`src/shared/bor_pkg.sv`:
```
// Package of constants and types for the brown-out reset mode control block.
// Functional notes
// [RULE1] Mode 11 keeps brown-out reset enabled in every state.
// [RULE2] In modes 11 and 10 start-up waits for detector ready and supply ok.
// [RULE3] In mode 11 protection stays on in Sleep and wake-up never waits.
// [RULE4] Mode 10 enables brown-out reset while running, not in Sleep.
// [RULE5] In mode 10 wake-up waits for detector ready and supply ok.
// [RULE6] Mode 01 follows the software brown-out enable bit.
// [RULE7] Mode 01 skips the wait only with enable clear after a warm reset.
// [RULE8] Protection starts once the detector is ready; a flag mirrors it.
// [RULE9] In mode 01 Sleep entry or exit leaves protection unchanged.
// [RULE10] Mode 00 keeps brown-out reset off whatever the software enable.
// [RULE11] Nine reset sources, power-on and brown-out among them, are taken.
// [RULE12] An optional power-up timer stretches reset after a cold event.
// [RULE13] Low supply with protection active asserts and records a reset.
package bor_pkg;
  // ==========================================================================
  // Mode encodings.
  localparam logic [1:0] BOR_MODE_OFF    = 2'h0;
  localparam logic [1:0] BOR_MODE_SW     = 2'h1;
  localparam logic [1:0] BOR_MODE_NOSLP  = 2'h2;
  localparam logic [1:0] BOR_MODE_ON     = 2'h3;
  // ==========================================================================
  // Reset source indices.
  localparam int BOR_NSRC        = 9;
  localparam int BOR_SRC_POR     = 0;
  localparam int BOR_SRC_BOR     = 1;
  localparam int BOR_SRC_LOW_POWER_BROWNOUT_RESET   = 2;
  localparam int BOR_SRC_MASTER_CLEAR_PIN    = 3;
  localparam int BOR_SRC_WDOG    = 4;
  localparam int BOR_SRC_RSTI    = 5;
  localparam int BOR_SRC_STKO    = 6;
  localparam int BOR_SRC_STKU    = 7;
  localparam int BOR_SRC_PGMX    = 8;
  localparam logic [BOR_NSRC-1:0] BOR_SRC_NONE = 9'h000;
  // ==========================================================================
  // Timing: power-up timer length.
  localparam int BOR_CLK_MHZ     = 125;
  localparam int BOR_PWRT_US     = 64;
  localparam int BOR_PWRT_CYC    = BOR_PWRT_US * BOR_CLK_MHZ;
  localparam int BOR_CNT_W       = 14;
  localparam logic [BOR_CNT_W-1:0] BOR_CNT_ZERO = 14'h0000;
  localparam logic [BOR_CNT_W-1:0] BOR_CNT_ONE  = 14'h0001;
  // ==========================================================================
  // Detector inputs travel together.
  typedef struct packed {
    logic ready;
    logic low;
  } bor_det_s;
  // Sequencer states.
  typedef enum logic [3:0] {
    BOR_ST_HOLD  = 4'h1,
    BOR_ST_PWRT  = 4'h2,
    BOR_ST_RUN   = 4'h4,
    BOR_ST_SLEEP = 4'h8
  } bor_state_e;
endpackage

```
`src/design/bor_src_latch.sv`:
```
// Sticky latch of reset source flags.
`timescale 1ns/10ps
module bor_src_latch
  import bor_pkg::*;
(
  // Clock and reset.
  input  wire logic                clk,
  input  wire logic                rst_n,
  // Source events and clears.
  input  wire logic [BOR_NSRC-1:0] src_evt,
  input  wire logic [BOR_NSRC-1:0] src_clr,
  // Recorded flags.
  output logic      [BOR_NSRC-1:0] src_flags
);
  // ==========================================================================
  // One flag per source; a set arriving with a clear wins.
  genvar i;
  generate
    for (i = 0; i < BOR_NSRC; i++) begin : g_flag
      always_ff @(posedge clk or negedge rst_n) begin
        if (!rst_n) begin
          src_flags[i] <= 1'b0;
        end else if (src_evt[i]) begin
          src_flags[i] <= 1'b1; // [RULE11]
        end else if (src_clr[i]) begin
          src_flags[i] <= 1'b0;
        end
      end
    end
  endgenerate
endmodule

```
`src/design/bor_pwrt.sv`:
```
// Power-up timer counting down a fixed interval.
`timescale 1ns/10ps
module bor_pwrt
  import bor_pkg::*;
#(
  parameter logic [BOR_CNT_W-1:0] PWRT_CYCLES = BOR_CNT_W'(BOR_PWRT_CYC)
)
(
  // Clock and reset.
  input  wire logic clk,
  input  wire logic rst_n,
  // Control.
  input  wire logic start,
  // Status.
  output logic      busy
);
  // ==========================================================================
  logic [BOR_CNT_W-1:0] cnt_reg;
  logic [BOR_CNT_W-1:0] cnt_next;

  // Reload on start, otherwise count down to zero.
  assign cnt_next = start ? PWRT_CYCLES :
                    (cnt_reg != BOR_CNT_ZERO) ? cnt_reg - BOR_CNT_ONE :
                    BOR_CNT_ZERO;
  assign busy     = (cnt_reg != BOR_CNT_ZERO);

  always_ff @(posedge clk or negedge rst_n) begin
    if (!rst_n) begin
      cnt_reg <= BOR_CNT_ZERO;
    end else begin
      cnt_reg <= cnt_next;
    end
  end
endmodule

```
`src/design/bor_mode_ctrl.sv`:
```
// Brown-out reset mode control and start-up sequencer.
`timescale 1ns/10ps
module bor_mode_ctrl
  import bor_pkg::*;
#(
  parameter logic [BOR_CNT_W-1:0] PWRT_CYCLES = BOR_CNT_W'(BOR_PWRT_CYC)
)
(
  // Clock and reset.
  input  wire logic                clk,
  input  wire logic                rst_n,
  // Configuration.
  input  wire logic [1:0]          brownout_mode_cfg,
  input  wire logic                pwrt_enable,
  input  wire logic                sw_brownout_enable,
  // Analog detector.
  input  wire bor_det_s            det,
  // Other reset sources, one-cycle pulses.
  input  wire logic                power_on_reset,
  input  wire logic                low_power_brownout_reset,
  input  wire logic                master_clear_pin,
  input  wire logic                watchdog_timeout,
  input  wire logic                reset_instr,
  input  wire logic                stack_overflow,
  input  wire logic                stack_underflow,
  input  wire logic                prog_mode_exit,
  // Sleep control.
  input  wire logic                sleep_req,
  input  wire logic                wake_req,
  // Reset flag clears from software.
  input  wire logic [BOR_NSRC-1:0] src_clr,
  // Status and outputs.
  output logic                     brownout_ready_flag,
  output logic                     brownout_active,
  output logic                     detector_enable,
  output logic                     core_reset,
  output logic                     sleeping,
  output logic [BOR_NSRC-1:0]      reset_flags
);
  // ==========================================================================
  // Mode decoding.
  wire mode_on    = (brownout_mode_cfg == BOR_MODE_ON);
  wire mode_noslp = (brownout_mode_cfg == BOR_MODE_NOSLP);
  wire mode_sw    = (brownout_mode_cfg == BOR_MODE_SW);

  bor_state_e state_reg;
  bor_state_e state_next;
  logic       cold_reg;
  logic       cold_next;
  logic       ready_reg;
  logic       core_reset_reg;

  wire in_sleep = (state_reg == BOR_ST_SLEEP);

  // ==========================================================================
  // Detector enable per mode. The software mode enable does not depend on Sleep.
  wire en_on    = mode_on;                              // [RULE1] [RULE3]
  // In mode 10 a wake request powers the detector so that wake-up can wait
  // for it; the rest of Sleep keeps it off to save power.
  wire en_noslp = mode_noslp && (!in_sleep || wake_req); // [RULE4] [RULE5]
  wire en_sw    = mode_sw && sw_brownout_enable;        // [RULE6] [RULE9]
  assign detector_enable = en_on | en_noslp | en_sw;    // [RULE10]

  // Protection only starts once the detector reports ready, and in mode 10
  // it stays off in Sleep even while the detector warms up for a wake.
  wire prot_en = en_on | en_sw | (mode_noslp && !in_sleep); // [RULE4]
  assign brownout_active = prot_en && det.ready;        // [RULE8]
  wire bor_trip = brownout_active && det.low;           // [RULE13]

  // ==========================================================================
  // Start-up wait: in software mode skipped only when the enable is clear
  // and the previous reset was not power-on or brown-out.
  wire sw_skip  = mode_sw && !sw_brownout_enable && !cold_reg; // [RULE7]
  wire need_wait_start = mode_on || mode_noslp ||
                         (mode_sw && !sw_skip);         // [RULE2]
  wire supply_ok = det.ready && !det.low;
  wire start_ok  = !need_wait_start || supply_ok;       // [RULE2] [RULE7]
  // Wake waits in mode 10, and in mode 01 unless the start-up wait is skipped; mode 11 wakes at once.
  wire wake_wait = mode_noslp ||
                   (mode_sw && !sw_skip);               // [RULE5] [RULE3]
  wire wake_ok   = !wake_wait || supply_ok;             // [RULE5]

  // ==========================================================================
  // Reset source gathering.
  wire any_warm = low_power_brownout_reset | master_clear_pin |
                  watchdog_timeout | reset_instr | stack_overflow |
                  stack_underflow | prog_mode_exit;
  wire cold_evt = power_on_reset | bor_trip;
  wire any_rst  = cold_evt | any_warm;

  logic [BOR_NSRC-1:0] src_evt;
  assign src_evt = {prog_mode_exit, stack_underflow, stack_overflow,
                    reset_instr, watchdog_timeout, master_clear_pin,
                    low_power_brownout_reset, bor_trip,
                    power_on_reset};                    // [RULE11] [RULE13]

  // The power-up timer runs only after cold events when enabled.
  wire pwrt_start = cold_evt && pwrt_enable;            // [RULE12]
  logic pwrt_busy;

  bor_pwrt #(
    .PWRT_CYCLES (PWRT_CYCLES)
  ) u_pwrt (
    .clk   (clk),
    .rst_n (rst_n),
    .start (pwrt_start),
    .busy  (pwrt_busy)
  );

  bor_src_latch u_src (
    .clk       (clk),
    .rst_n     (rst_n),
    .src_evt   (src_evt),
    .src_clr   (src_clr),
    .src_flags (reset_flags)
  );

  // ==========================================================================
  // Cold-start memory: set by power-on or brown-out, cleared by warm resets.
  assign cold_next = cold_evt ? 1'b1 : (any_warm ? 1'b0 : cold_reg);

  // Sequencer next state.
  always_comb begin
    state_next = state_reg;
    case (state_reg)
      BOR_ST_HOLD: begin
        if (!any_rst && start_ok) begin
          state_next = pwrt_busy ? BOR_ST_PWRT : BOR_ST_RUN;
        end
      end
      BOR_ST_PWRT: begin
        if (any_rst) begin
          state_next = BOR_ST_HOLD;
        end else if (!pwrt_busy) begin
          state_next = BOR_ST_RUN;          // [RULE12]
        end
      end
      BOR_ST_RUN: begin
        if (any_rst) begin
          state_next = BOR_ST_HOLD;
        end else if (sleep_req) begin
          state_next = BOR_ST_SLEEP;
        end
      end
      BOR_ST_SLEEP: begin
        if (any_rst) begin
          state_next = BOR_ST_HOLD;
        end else if (wake_req && wake_ok) begin
          state_next = BOR_ST_RUN;          // [RULE3] [RULE5]
        end
      end
      default: begin
        state_next = BOR_ST_HOLD;
      end
    endcase
  end

  // ==========================================================================
  // State, cold flag and registered status. Reset starts as a cold start.
  always_ff @(posedge clk or negedge rst_n) begin
    if (!rst_n) begin
      state_reg <= BOR_ST_HOLD;
      cold_reg  <= 1'b1;
    end else begin
      state_reg <= state_next;
      cold_reg  <= cold_next;
    end
  end

  // Outputs from flip-flops; readiness mirrors the detector.
  always_ff @(posedge clk or negedge rst_n) begin
    if (!rst_n) begin
      ready_reg      <= 1'b0;
      core_reset_reg <= 1'b1;
    end else begin
      ready_reg      <= det.ready;          // [RULE8]
      core_reset_reg <= (state_next == BOR_ST_HOLD) ||
                        (state_next == BOR_ST_PWRT); // [RULE13]
    end
  end

  assign brownout_ready_flag = ready_reg;
  assign core_reset          = core_reset_reg;
  assign sleeping            = in_sleep;
endmodule

```
`config.mk`:
```
export PLATFORM = sky130hd
export DESIGN_NAME = bor_mode_ctrl
export DESIGN_NICKNAME = d
export VERILOG_FILES = /design/src/shared/bor_pkg.sv /design/src/design/bor_src_latch.sv /design/src/design/bor_pwrt.sv /design/src/design/bor_mode_ctrl.sv
export SDC_FILE = /design/constraint.sdc
export NUM_CORES = 1
export LEC_CHECK = 0
export BUFFER_PORTS_ARGS = -buffer_cell sky130_fd_sc_hd__buf_2
export CAP_MARGIN = 15
export CELL_PAD_IN_SITES_DETAIL_PLACEMENT = 1
export CELL_PAD_IN_SITES_GLOBAL_PLACEMENT = 1
export CORE_AREA = 3 3 69 64
export CTS_BUF_LIST = sky130_fd_sc_hd__clkbuf_16
export CTS_CLUSTER_DIAMETER = 120
export DETAILED_ROUTE_END_ITERATION = 8
export DIE_AREA = 0 0 72 67
export PLACE_DENSITY_LB_ADDON = 0.1
export SLEW_MARGIN = 15
export SYNTH_ARGS = -nofsm -noshare
export SYNTH_HDL_FRONTEND = slang
export SYNTH_SLANG_ARGS = --single-unit
```
`constraint.sdc`:
```
create_clock -name clk -period 5.1 [get_ports clk]
set_clock_uncertainty 0.15 [all_clocks]
set_input_delay 1.02 -clock clk [delete_from_list [all_inputs] [get_ports clk]]
set_output_delay 1.02 -clock clk [all_outputs]
set_load 0.05 [all_outputs]
```
==> qor.yml <==
status:
  status: "complete, no violations"
logic_synthesis:
  synth_warnings: 0
  async_flop_share_pct: 100.0
  synth_edf_count: 0
  synth_most_common_cell: "dfrtp_1"
  ys_types: 44
  synth_top_area_share_pct: 43.44
  synth-main-ff-cell: "dfrtp_1"
  avgSynthCellArea_sq_um: 10.10
  synthTopCellsByCount: "27 x dfrtp_1, 15 x inv_1, 12 x nor3_1"
  syn_nets: 182
  yosys.area.top_type: "dfrtp_1"
  syn-cell-area_sq_mm: 0.001555
  synth.area.top_cells: "dfrtp_1 43%, dfstp_2 5.1%, nor3_1 3.9%"
  synthesis.instances: 154
  synth_seq_cells: 30
  synth-seq-area-share_pct: 48.51
final_layout:
  syn_to_final_growth_pct: 24.30
  num_antenna_cells: 0
  drive_above_1_share_pct: 27.64
  fin_area_sq_mm: 0.001933
  largest_register_ffs: 14
  fill_cells: 455
  fin_nets: 226
  finalNonFillerCells: 245
power:
  ir_drop_mv: 0.1729
  powerDensity_mw_per_mm2: 384.3
  power_mw: 0.7430
  p_leak_nw: 0.8648
placement:
  place.gp.congestion: 0.8119
  placed_area_sq_mm: 0.001795
  io_buffers: 40
  hpwlAfterDp_microns: 3024
  dpl.cell_count: 237
clocking:
  clk-insertion-delay-late_ps: 270
  cts_buffers: 5
  ctsHoldBuffers: 0
  cts_tree: "built"
  cts-resized-gates: 0
  htree_levels: 2
  cts_setup_buffers: 0
  clk_pin_slew_ps: 50
  clock_path_buffers: 2
  cts_sinks: 30
  cts-root-buf: "clkbuf_16"
route:
  dr.pass1.iters: 4
  wl_per_cell_microns: 16.58
  drt_iter0_drc: 57
  drc: 0
  via_per_inst: 5.522
  ant_nets: 0
  num_vias: 1353
  wl_microns: 4063
die:
  core_area_sq_mm: 0.003757
  num_io_pins: 41
  rows: 21
  initial_core_util_pct: 41.39
  dieArea_sq_mm: 0.004824
  fp.dieW_microns: 72
  die_h_microns: 67
timing:
  rsz0062_at_grt: "no"
  min_period_over_period_pct: 58.98
  hold_violations: 0
  finalSetupViolCount: 0
  slew_headroom_pct: 49.16
  finalSetupTns_ps: 0
  drv_slew: 0
  worst_pin_slew_ps: 756.7
  period_minus_slack_ps: 3008
  fmax_ghz: 0.3325
worst_setup_path:
  path_cells: "buf_2 -> o21ai_0 -> o21ai_0 -> and2_1 -> buf_2"
  critical_path.max_stage_delay_ps: 220
  worstSetupStartpointType: "input port"
  path_buf_inv: 2
  crit_arrival_ps: 1840
  crit_slowest_cell: "o21ai_0"
  criticalPathCategory: "input port to output pin"
  cp.required_ps: 3930
  cp_top_family: "buffers and inverters"
  critPathMaxFanout: 6
  endpoint_kind: "output pin"
grt:
  antenna_found_initial: 0
  grt_max_degree: 31
  grt_util_all_layers_pct: 19.04
  grt_first_pass_wirelength_microns: 7072
  grt_overflow: 0
  grt_pass1_vias: 1475
flow_run:
  drv_cap: 0
worst_hold_path:
  hold_path.class: "flip-flop to flip-flop"
## placed cells by master (no fill, tap or decap), drive strengths merged, types with 3 or more instances in the layout
| cell | instances |
|---|---|
| buf | 40 |
| dfrtp | 27 |
| inv | 16 |
| nor3 | 12 |
| o21ai | 9 |
| nand2 | 8 |
| a21o | 8 |
| nor2 | 7 |
| nand3 | 6 |
| xor2 | 6 |
| clkbuf | 5 |
| nor4 | 5 |
| or4 | 4 |
| o31ai | 3 |
| xnor2 | 3 |
| nand2b | 3 |
| dfstp | 3 |
## cells by family (layout without fill, tap and decap cells)
logic type,after synthesis,in the layout,synth area share [%]
buf+inv,18,63,4.747
compound gates,35,35,15.61
flops,30,30,48.51
mux,1,1,0.7240
xor+xnor,9,9,5.069
simple gates,60,60,24.54
fa+ha+maj,1,1,0.8044
## metal layers
layer  track usage, %  share of wire, %  vias to the layer above
li1                 -                 -                      645
met1            23.47                44                      671
met2            31.65                49                       30
met3            5.279               5.2                        7
met4            7.042               1.5                        0
met5                0                 0                        -
## worst register-to-register path, delay by kind of cell (launching register included)
kind                     cells  cell delay (ps)
flip-flops                   1              390
AO/OA/AOI/OAI                1              250
buffers and inverters        1               70
adder cells (fa/ha/maj)      1              230
AND/OR/NAND/NOR              3             1380
## through the flow
stage               setup WS [ps]  hold slack (ps)  util [%]
floorplan                    2204            285.7         -
global placement             2141            305.2     47.79
detailed placement           2091            317.6     47.79
CTS                          2088            328.3     51.45
global route                 1956            357.9     51.45
finish                       2092            326.9     51.45
## path summary, 6_finish.rpt
| check | start | end | slack [ps] | cells after the start |
|---|---|---|---|---|
| setup reg to reg | u_pwrt.cnt_reg[0] | state_reg[2] | 2530 | 6 |
| hold / removal | u_src.src_flags[7] | u_src.src_flags[7] | 330 | 1 |
| max in group asynchronous | rst_n | u_pwrt.cnt_reg[4] | 3730 | 1 |
| setup / recovery | brownout_mode_cfg[1] | brownout_active | 2090 | 5 |
| min in group asynchronous | rst_n | state_reg[3] | 630 | 1 |
| hold reg to reg | u_src.src_flags[7] | u_src.src_flags[7] | 330 | 1 |
## final cells by class
type | count | area, sq um | area share [%]
clock buffer | 5 | 125.1 | 6.473
clock inverter | 3 | 12.51 | 0.6473
inverter | 15 | 56.30 | 2.913
multi-input combinational | 106 | 726.9 | 37.61
sequential | 30 | 754.5 | 39.03
tap | 46 | 57.56 | 2.977
timing repair buffer | 40 | 200.2 | 10.36
## report_power, final
group | switching, mW | internal [mW] | leakage, nW | total [mW]
Sequential | 0.0370 | 0.270 | 0.341 | 0.308
Combinational | 0.0979 | 0.0635 | 0.451 | 0.161
Clock | 0.0983 | 0.176 | 0.0724 | 0.274
Total | 0.233 | 0.510 | 0.865 | 0.743
Power figures use the tool's default switching activity.
